--- src/shared/lhr_pkg.sv ---
// Package with register map, field layout, reset values and states of the header receiver.
package lhr_pkg;
	localparam logic [7:0] OFF_CTRL  = 8'h00;
	localparam logic [7:0] OFF_STAT  = 8'h04;
	localparam logic [7:0] OFF_MASK  = 8'h08;
	localparam logic [7:0] OFF_PRE   = 8'h0c;
	localparam logic [7:0] OFF_CNT   = 8'h10;
	localparam logic [7:0] OFF_MEAS  = 8'h14;
	localparam int         CTRL_START = 0;
	localparam int         CTRL_BRKIE = 1;
	localparam int         CTRL_SYNIE = 2;
	localparam int         CTRL_ROUTE = 3;
	localparam int         STAT_BRK   = 0;
	localparam int         STAT_SYN   = 1;
	localparam logic [1:0] MASK_RST   = 2'h3;
	localparam logic [7:0] PRE_RST    = 8'hff;
	localparam logic [7:0] CNT_RST    = 8'hff;
	localparam logic [2:0] SYNC_EDGES = 3'h4;
	localparam logic [1:0] RESP_OKAY  = 2'h0;
	localparam logic [1:0] RESP_SLV   = 2'h2;

	typedef enum logic [4:0] {
		ST_IDLE  = 5'h01,
		ST_BREAK = 5'h02,
		ST_SYNC  = 5'h04,
		ST_ID    = 5'h08,
		ST_RESP  = 5'h10
	} lhr_state_t;

	typedef struct packed {
		logic route;
		logic sync_ie;
		logic brk_ie;
	} lhr_ctrl_t;
endpackage

--- src/verilog/lhr_header_rx.sv ---
// Header receiver top: break and sync detection, flags, interrupt and AXI4-Lite registers.
`timescale 1ns/1ps
`default_nettype none
module lhr_header_rx (
	// Clock and reset.
	input  wire logic        ref_clk,
	input  wire logic        rst_n,
	// AXI4-Lite write channels.
	input  wire logic        s_axi_awvalid,
	output logic             s_axi_awready,
	input  wire logic [7:0]  s_axi_awaddr,
	input  wire logic        s_axi_wvalid,
	output logic             s_axi_wready,
	input  wire logic [31:0] s_axi_wdata,
	input  wire logic [3:0]  s_axi_wstrb,
	output logic             s_axi_bvalid,
	input  wire logic        s_axi_bready,
	output logic [1:0]       s_axi_bresp,
	// AXI4-Lite read channels.
	input  wire logic        s_axi_arvalid,
	output logic             s_axi_arready,
	input  wire logic [7:0]  s_axi_araddr,
	output logic             s_axi_rvalid,
	input  wire logic        s_axi_rready,
	output logic [31:0]      s_axi_rdata,
	output logic [1:0]       s_axi_rresp,
	// LIN line and serial receiver.
	input  wire logic        lin_rx,
	output logic             serial_receive_input,
	input  wire logic        id_received,
	input  wire logic        response_done,
	output logic             response_phase,
	// Interrupt.
	output logic             irq
);
	lhr_pkg::lhr_state_t state;
	lhr_pkg::lhr_state_t next_state;
	lhr_pkg::lhr_ctrl_t  link_control_reg;
	lhr_pkg::lhr_ctrl_t  next_ctrl;
	logic [1:0]          link_status_reg;
	logic [1:0]          next_status;
	logic [1:0]          irq_mask;
	logic [1:0]          next_mask;
	logic [7:0]          interval_timer_prescaler;
	logic [7:0]          next_pre;
	logic [7:0]          interval_timer_counter;
	logic [7:0]          next_cnt;
	logic [15:0]         meas_count;
	logic [15:0]         next_meas;
	logic                rx_prev;
	logic                next_route_out;
	logic                next_resp_phase;

	logic                aw_held;
	logic [7:0]          aw_addr;
	logic                w_held;
	logic [31:0]         w_data;
	logic [3:0]          w_strb;
	logic                next_aw_held;
	logic [7:0]          next_aw_addr;
	logic                next_w_held;
	logic [31:0]         next_w_data;
	logic [3:0]          next_w_strb;
	logic                next_bvalid;
	logic [1:0]          next_bresp;
	logic                next_rvalid;
	logic [31:0]         next_rdata;
	logic [1:0]          next_rresp;

	logic                wr_do;
	logic                wr_lane0;
	logic                start_req;
	logic [1:0]          status_clr;
	logic [1:0]          status_set;
	logic                tmr_reload;
	logic                tmr_run;
	logic                tmr_tick;
	logic                tmr_expire;
	logic                brk_hit;
	logic                meas_done;
	logic [15:0]         meas_val;
	logic                sync_hit;
	logic                rx_fall;

	function automatic logic reg_known(input logic [7:0] a);
		reg_known = (a == lhr_pkg::OFF_CTRL) || (a == lhr_pkg::OFF_STAT) ||
			(a == lhr_pkg::OFF_MASK) || (a == lhr_pkg::OFF_PRE) ||
			(a == lhr_pkg::OFF_CNT) || (a == lhr_pkg::OFF_MEAS);
	endfunction

	assign rx_fall = rx_prev && !lin_rx;
	assign brk_hit = (state == lhr_pkg::ST_BREAK) && tmr_expire;
	assign sync_hit = (state == lhr_pkg::ST_SYNC) && meas_done;

	// A break is a low run that outlasts the timer; any high level restarts the count.
	assign tmr_reload = (state == lhr_pkg::ST_IDLE) || (state == lhr_pkg::ST_BREAK && lin_rx);
	assign tmr_run    = (state == lhr_pkg::ST_BREAK) || (state == lhr_pkg::ST_SYNC);

	lhr_interval_timer u_timer (
		.ref_clk  (ref_clk),
		.rst_n    (rst_n),
		.reload   (tmr_reload),
		.run      (tmr_run),
		.prescale (interval_timer_prescaler),
		.count    (interval_timer_counter),
		.tick     (tmr_tick),
		.expire   (tmr_expire)
	);

	lhr_sync_meas u_meas (
		.ref_clk (ref_clk),
		.rst_n   (rst_n),
		.en      (state == lhr_pkg::ST_SYNC),
		.fall    (rx_fall),
		.tick    (tmr_tick),
		.done    (meas_done),
		.value   (meas_val)
	);

	// Header sequence.
	always_comb begin
		next_state = state;
		unique case (state)
			lhr_pkg::ST_IDLE:  next_state = state;
			lhr_pkg::ST_BREAK: if (brk_hit) next_state = lhr_pkg::ST_SYNC;
			lhr_pkg::ST_SYNC:  if (meas_done) next_state = lhr_pkg::ST_ID;
			lhr_pkg::ST_ID:    if (id_received) next_state = lhr_pkg::ST_RESP;
			lhr_pkg::ST_RESP:  if (response_done) next_state = lhr_pkg::ST_IDLE;
			default:           next_state = lhr_pkg::ST_IDLE;
		endcase
		if (start_req) begin
			next_state = lhr_pkg::ST_BREAK;
		end
		// The sync waveform reaches the receiver only on request; the break phase is held high, other phases pass.
		if (state == lhr_pkg::ST_SYNC) begin
			next_route_out = link_control_reg.route ? lin_rx : 1'b1;
		end else if (state == lhr_pkg::ST_BREAK) begin
			next_route_out = 1'b1;
		end else begin
			next_route_out = lin_rx;
		end
		next_resp_phase = (next_state == lhr_pkg::ST_RESP);
	end

	// Register writes and flags.
	assign wr_do    = aw_held && w_held && !s_axi_bvalid;
	assign wr_lane0 = wr_do && w_strb[0];
	assign start_req = wr_lane0 && aw_addr == lhr_pkg::OFF_CTRL && w_data[lhr_pkg::CTRL_START];
	assign status_set = {sync_hit, brk_hit};
	assign status_clr = (wr_lane0 && aw_addr == lhr_pkg::OFF_STAT) ? w_data[1:0] : 2'h0;

	always_comb begin
		next_ctrl   = link_control_reg;
		next_mask   = irq_mask;
		next_pre    = interval_timer_prescaler;
		next_cnt    = interval_timer_counter;
		// Flags hold until written with one; a new event in the clearing cycle wins.
		next_status = (link_status_reg & ~status_clr) | status_set;
		next_meas   = sync_hit ? meas_val : meas_count;
		if (wr_lane0) begin
			unique case (aw_addr)
				lhr_pkg::OFF_CTRL: next_ctrl = {w_data[lhr_pkg::CTRL_ROUTE],
					w_data[lhr_pkg::CTRL_SYNIE], w_data[lhr_pkg::CTRL_BRKIE]};
				lhr_pkg::OFF_MASK: next_mask = w_data[1:0];
				lhr_pkg::OFF_PRE:  next_pre  = w_data[7:0];
				lhr_pkg::OFF_CNT:  next_cnt  = w_data[7:0];
				default:           next_mask = irq_mask;
			endcase
		end
	end

	// Each flag reaches the line only when both its enable and its mask bit are set.
	assign irq = |(link_status_reg & irq_mask &
		{link_control_reg.sync_ie, link_control_reg.brk_ie});

	// AXI4-Lite slave: address and data are taken in either order, one write at a time.
	assign s_axi_awready = !aw_held && !s_axi_bvalid;
	assign s_axi_wready  = !w_held && !s_axi_bvalid;
	assign s_axi_arready = !s_axi_rvalid;

	always_comb begin
		next_aw_held = aw_held;
		next_aw_addr = aw_addr;
		next_w_held  = w_held;
		next_w_data  = w_data;
		next_w_strb  = w_strb;
		next_bvalid  = s_axi_bvalid;
		next_bresp   = s_axi_bresp;
		next_rvalid  = s_axi_rvalid;
		next_rdata   = s_axi_rdata;
		next_rresp   = s_axi_rresp;
		if (s_axi_awvalid && s_axi_awready) begin
			next_aw_held = 1'b1;
			next_aw_addr = s_axi_awaddr;
		end
		if (s_axi_wvalid && s_axi_wready) begin
			next_w_held = 1'b1;
			next_w_data = s_axi_wdata;
			next_w_strb = s_axi_wstrb;
		end
		if (wr_do) begin
			next_aw_held = 1'b0;
			next_w_held  = 1'b0;
			next_bvalid  = 1'b1;
			next_bresp   = reg_known(aw_addr) ? lhr_pkg::RESP_OKAY : lhr_pkg::RESP_SLV;
		end else if (s_axi_bvalid && s_axi_bready) begin
			next_bvalid = 1'b0;
		end
		if (s_axi_arvalid && s_axi_arready) begin
			next_rvalid = 1'b1;
			next_rresp  = reg_known(s_axi_araddr) ? lhr_pkg::RESP_OKAY : lhr_pkg::RESP_SLV;
			unique case (s_axi_araddr)
				lhr_pkg::OFF_CTRL: next_rdata = {28'h0000000, link_control_reg.route,
					link_control_reg.sync_ie, link_control_reg.brk_ie, 1'b0};
				lhr_pkg::OFF_STAT: next_rdata = {25'h0, state, link_status_reg};
				lhr_pkg::OFF_MASK: next_rdata = {30'h0, irq_mask};
				lhr_pkg::OFF_PRE:  next_rdata = {24'h000000, interval_timer_prescaler};
				lhr_pkg::OFF_CNT:  next_rdata = {24'h000000, interval_timer_counter};
				lhr_pkg::OFF_MEAS: next_rdata = {16'h0000, meas_count};
				default:           next_rdata = 32'h00000000;
			endcase
		end else if (s_axi_rvalid && s_axi_rready) begin
			next_rvalid = 1'b0;
		end
	end

	always_ff @(posedge ref_clk) begin
		if (!rst_n) begin
			state                    <= lhr_pkg::ST_IDLE;
			link_control_reg         <= '0;
			link_status_reg          <= 2'h0;
			irq_mask                 <= lhr_pkg::MASK_RST;
			interval_timer_prescaler <= lhr_pkg::PRE_RST;
			interval_timer_counter   <= lhr_pkg::CNT_RST;
			meas_count               <= 16'h0000;
			rx_prev                  <= 1'b1;
			serial_receive_input     <= 1'b1;
			response_phase           <= 1'b0;
			aw_held                  <= 1'b0;
			aw_addr                  <= 8'h00;
			w_held                   <= 1'b0;
			w_data                   <= 32'h00000000;
			w_strb                   <= 4'h0;
			s_axi_bvalid             <= 1'b0;
			s_axi_bresp              <= 2'h0;
			s_axi_rvalid             <= 1'b0;
			s_axi_rdata              <= 32'h00000000;
			s_axi_rresp              <= 2'h0;
		end else begin
			state                    <= next_state;
			link_control_reg         <= next_ctrl;
			link_status_reg          <= next_status;
			irq_mask                 <= next_mask;
			interval_timer_prescaler <= next_pre;
			interval_timer_counter   <= next_cnt;
			meas_count               <= next_meas;
			rx_prev                  <= lin_rx;
			serial_receive_input     <= next_route_out;
			response_phase           <= next_resp_phase;
			aw_held                  <= next_aw_held;
			aw_addr                  <= next_aw_addr;
			w_held                   <= next_w_held;
			w_data                   <= next_w_data;
			w_strb                   <= next_w_strb;
			s_axi_bvalid             <= next_bvalid;
			s_axi_bresp              <= next_bresp;
			s_axi_rvalid             <= next_rvalid;
			s_axi_rdata              <= next_rdata;
			s_axi_rresp              <= next_rresp;
		end
	end
endmodule
`default_nettype wire

--- src/verilog/lhr_interval_timer.sv ---
// Interval timer: prescaler and down counter that flag a programmed low period.
`timescale 1ns/1ps
`default_nettype none
module lhr_interval_timer (
	// Clock and reset.
	input  wire logic       ref_clk,
	input  wire logic       rst_n,
	// Control.
	input  wire logic       reload,
	input  wire logic       run,
	input  wire logic [7:0] prescale,
	input  wire logic [7:0] count,
	// Results.
	output logic            tick,
	output logic            expire
);
	logic [7:0] pcnt;
	logic [7:0] cnt;
	logic       done;
	logic [7:0] next_pcnt;
	logic [7:0] next_cnt;
	logic       next_done;

	// The period is (prescale + 1) * (count + 1) cycles.
	always_comb begin
		next_pcnt = pcnt;
		next_cnt  = cnt;
		next_done = done;
		tick      = 1'b0;
		expire    = 1'b0;
		if (reload) begin
			next_pcnt = prescale;
			next_cnt  = count;
			next_done = 1'b0;
		end else if (run) begin
			if (pcnt == 8'h00) begin
				tick      = 1'b1;
				next_pcnt = prescale;
				if (cnt == 8'h00) begin
					expire    = !done;
					next_done = 1'b1;
				end else begin
					next_cnt = cnt - 8'h01;
				end
			end else begin
				next_pcnt = pcnt - 8'h01;
			end
		end
	end

	always_ff @(posedge ref_clk) begin
		if (!rst_n) begin
			pcnt <= 8'h00;
			cnt  <= 8'h00;
			done <= 1'b1;
		end else begin
			pcnt <= next_pcnt;
			cnt  <= next_cnt;
			done <= next_done;
		end
	end
endmodule
`default_nettype wire

--- src/verilog/lhr_sync_meas.sv ---
// Sync field measurement: counts timer ticks from the start bit to the fifth falling edge.
`timescale 1ns/1ps
`default_nettype none
module lhr_sync_meas (
	// Clock and reset.
	input  wire logic        ref_clk,
	input  wire logic        rst_n,
	// Line and time base.
	input  wire logic        en,
	input  wire logic        fall,
	input  wire logic        tick,
	// Result.
	output logic             done,
	output logic [15:0]      value
);
	logic [2:0]  edges;
	logic [15:0] cnt;
	logic [2:0]  next_edges;
	logic [15:0] next_cnt;
	logic        next_done;
	logic [15:0] next_value;

	// 55h has falling edges at the start bit and bits 1, 3, 5, 7, so the fifth one closes bit 6.
	always_comb begin
		next_edges = edges;
		next_cnt   = cnt;
		next_done  = 1'b0;
		next_value = value;
		if (!en) begin
			next_edges = 3'h0;
			next_cnt   = 16'h0000;
		end else begin
			if (tick && edges != 3'h0) begin
				next_cnt = cnt + 16'h0001;
			end
			if (fall) begin
				if (edges == lhr_pkg::SYNC_EDGES) begin
					next_done  = 1'b1;
					next_value = next_cnt;
					next_edges = 3'h0;
				end else begin
					next_edges = edges + 3'h1;
				end
			end
		end
	end

	always_ff @(posedge ref_clk) begin
		if (!rst_n) begin
			edges <= 3'h0;
			cnt   <= 16'h0000;
			done  <= 1'b0;
			value <= 16'h0000;
		end else begin
			edges <= next_edges;
			cnt   <= next_cnt;
			done  <= next_done;
			value <= next_value;
		end
	end
endmodule
`default_nettype wire

--- config.mk ---
export PLATFORM = sky130hd
export DESIGN_NAME = lhr_header_rx
export DESIGN_NICKNAME = d
export VERILOG_FILES = /design/src/shared/lhr_pkg.sv /design/src/verilog/lhr_header_rx.sv /design/src/verilog/lhr_interval_timer.sv /design/src/verilog/lhr_sync_meas.sv
export SDC_FILE = /design/constraint.sdc
export NUM_CORES = 1
export LEC_CHECK = 0
export BUFFER_PORTS_ARGS = -buffer_cell sky130_fd_sc_hd__buf_2
export CELL_PAD_IN_SITES_DETAIL_PLACEMENT = 1
export CELL_PAD_IN_SITES_GLOBAL_PLACEMENT = 1
export CORE_ASPECT_RATIO = 0.8
export CORE_MARGIN = 3
export CORE_UTILIZATION = 38
export CTS_BUF_LIST = sky130_fd_sc_hd__clkbuf_4 sky130_fd_sc_hd__clkbuf_8 sky130_fd_sc_hd__clkbuf_16
export DETAILED_ROUTE_END_ITERATION = 12
export GPL_ROUTABILITY_DRIVEN = 0
export GPL_TIMING_DRIVEN = 0
export PLACE_DENSITY = 0.78
export SLEW_MARGIN = 5
export SYNTH_ARGS = -nofsm -noshare
export SYNTH_HDL_FRONTEND = slang
export SYNTH_HIERARCHICAL = 1
export SYNTH_SLANG_ARGS = --single-unit
--- constraint.sdc ---
create_clock -name ref_clk -period 2.71 [get_ports ref_clk]
set_input_delay 0.1355 -clock ref_clk [delete_from_list [all_inputs] [get_ports ref_clk]]
set_output_delay 0.1355 -clock ref_clk [all_outputs]
set_load 0.1 [all_outputs]
==> metrics.md <==
| Metric | Value |
|---|---|
| Outcome | completed |
| Worst-path maximum fanout | 10 |
| Hold crit path type | in -> reg |
| Most used DFF post-synth | dfxtp_1 |
| Tightest Pin Transition | 0.899 ns |
| Fillers | 2015 |
| Reg area | 2780 um^2 |
| Die Height | 123 um |
| Clk pwr share | 0.453 |
| CP bufs+invs | 2 |
| Antenna violations before repair | 0 |
| Final nets | 927 |
| Compound-gate portion of the synthesized area | 0.186 |
| Max clock buf depth | 2 |
| Die Area | 18600 um^2 |
| Cell Area, Synth | 6470 um^2 |
| Post-Synth XOR/XNOR Area | 0.0108 |
| Worst clock skew | 0.0115 ns |
| Worst setup EP type | flop |
| PortBufs | 60 |
| Post-synth ARST share | 0 |
| Number of synthesized flops with an enable pin | 0 |
| Initial core utilization | 0.389 |
| Number of vias per cell | 5.44 |
| Placed cells | 1038 |
| CP max stage cell | or4_1 |
| Mapped Cells | 741 |
| Reg power frac | 0.442 |
| Flops & latches, synth | 139 |
| Clock slew at reported path FFs | 0.06 ns |
| 1st-iter DRT viols | 346 |
| CP Cell Sequence | buf_2, nor2_1, nand3_2, nand2_4, nand3_2, nor2_2, buf_4, nand3_4, or4_1, a31oi_1 |
| Adder-cell share of the synthesized area | 0.0135 |
| Area Overhead vs Synth | 22.6% |
| Simple-gate area share of the yosys netlist | 0.239 |
| Max Cap Violations | 0 |
| Worst-Skew Late Latency | 0.42 ns |
| # setup viols final | 0 |
| Clk sinks | 139 |
| Largest net degree at the start of global routing | 18 |
| Aggregate global routing overflow | 0 |
| Routed Antenna Nets | 0 |
| Switching power | 0.00130 W |
| Post-synthesis mux area share | 0.0633 |
| Worst Path Class, Setup | reg -> reg |
| Fmax | 386 MHz |
| Ys Warns | 6 |
| Rows | 42 |
| Sequential share of the synthesized area | 0.430 |
| Synth cell count leaders | dfxtp_1, nand2_1, o21ai_0 |
| Sw frac | 0.270 |
| Largest family of logic cells by synthesized area | simple AND/OR/NAND/NOR gates |
| Fin crit share | 0.957 |
| P per Cell Area | 607 nW/um^2 |
| Number of global-route vias before repair | 5997 |
| Post-synth top area share | 0.430 |
| Largest cells by area after synthesis | dfxtp_1, nand2_1, mux2i_1, a21boi_0, o21ai_0 |
| Num CTS Buffers | 17 |
| Relative slew slack | 0.396 |
| Syn Area/Cell | 8.73 um^2 |
| Fin util | 0.478 |
| First-pass GRT wire length | 31900 um |
| Crit-path leading delay family | simple AND/OR/NAND/NOR gates |
| Routed wire length | 19800 um |
| Worst path max stage delay | 0.54 ns |
| Internal Power | 0.00351 W |
| Combinational power share | 0.104 |
| CTS tree | built |
| Critical path data arrival time | 2.93 ns |
| CP required | 3.04 ns |
| Top-count cell post-synth | dfxtp_1 |
| DRC Markers | 0 |
| Routed len/inst | 18.2 um |
| Global-route usage over all layers | 0.215 |
| Hold Vio Cnt, Final | 0 |
| DRT Pass-1 Iters | 5 |
| CP Launch Type | flop |
| Non-filler cells in the finished layout | 1089 |
| Post-DP HPWL | 14000 um |
| Core region area | 16600 um^2 |
| Layout cells sized above 1 | 0.178 |
| H-tree levels | 4 |
| Peak supply drop | 416 uV |
| Most common cell on crit path | nand3_2 |
| Setup TNS | 0 ns |
| Fin. max-slew vios | 0 |
| Leakage power | 2.99 nW |
| Worst hold margin | 0.0285 ns |
| Distinct cells, synth | 69 |
| Area of the multi-input gates | 3450 um^2 |
| Num ports | 106 |
| Die W | 152 um |
| Vias | 5919 |
| Post-synth top area cell | dfxtp_1 |
| N_diodes | 0 |
| Root Driver | clkbuf_16 |
| Final Critical Period | 2.59 ns |
==> tightest hold or removal path, cell delays in order <==
cell and delay, ns:
buf_2 0.10, nand2_1 0.07, a21boi_0 0.08
==> area by class of cell <==
cell class,count,area share
clock inverters,11,0.0125
multi-input cells,544,0.435
clock buffers,19,0.0563
inverters,17,0.00805
flip-flops and latches,139,0.351
well taps,220,0.0347
repair buffers,84,0.0659
plain buffers,55,0.0369
==> path summary, 6_finish.rpt <==
path / from / end / slack, ns / cells after the start
worst max register to register: state[2] / u_meas/value[15] / 0.12 / 10
worst min-delay path: s_axi_wdata[1] / w_data[1] / 0.03 / 3
worst min register to register: meas_count[13] / meas_count[13] / 0.47 / 2
worst max-delay path: state[2] / u_meas/value[15] / 0.12 / 10
==> logic make-up after synthesis <==
| group | after synthesis |
|---|---|
| mux | 38 |
| other cells | 1 |
| flops | 139 |
| compound gates | 181 |
| buf+inv | 75 |
| xor+xnor | 8 |
| simple gates | 292 |
| fa+ha+maj | 7 |
==> metal layers <==
layer | track usage | up-vias | wire (um)
li1 | - | 2873 | -
met1 | 0.300 | 2911 | 9700
met2 | 0.344 | 122 | 8950
met3 | 0.0412 | 13 | 933
met4 | 0.0612 | 0 | 206
met5 | 0 | - | 0
==> power by group through the flow <==
stage | Sequential [W] | Combinational (W) | Clock, W
final | 0.00213 | 0.000503 | 0.00218
after global routing | 0.00213 | 0.000540 | 0.00231
after CTS | 0.00213 | 0.000499 | 0.00223
after detailed placement | 0.00217 | 0.000476 | 0
after global placement | 0.00217 | 0.000468 | 0
after floorplan | 0.00219 | 0.000342 | 0
==> metrics by stage <==
stage	worst slack (ns)	cell area (um^2)	power (W)
2_1_floorplan	0.169	6540	0.00254
3_3_place_gp	-0.867	7110	0.00264
3_5_place_dp	-0.877	7110	0.00265
4_1_cts	0.0346	7880	0.00486
5_1_grt	-0.000296	7930	0.00499
6_report	0.118	7930	0.00481
==> cell usage in the layout (no fill, tap or decap), types with 12 or more instances in the layout <==
cell           count
dfxtp_1          139
nand2_1          122
buf_2             62
o21ai_0           43
nor2_1            36
a21boi_0          35
mux2i_1           33
clkbuf_1          30
buf_4             27
a21oi_1           24
a31oi_1           19
nor2b_1           18
conb_1            18
clkbuf_16         17
dlygate4sd3_1     17
inv_1             16
nand4_1           12
or3_1             12
==> timing repair <==
action	in CTS	in global routing
setup endpoints to repair	52	35
pin swaps	1	3
gates resized for setup	12	5
hold buffers	17	0
buffers inserted	2	5
hold endpoints to repair	16	0
No activity file was read; power rests on OpenSTA's default activity.
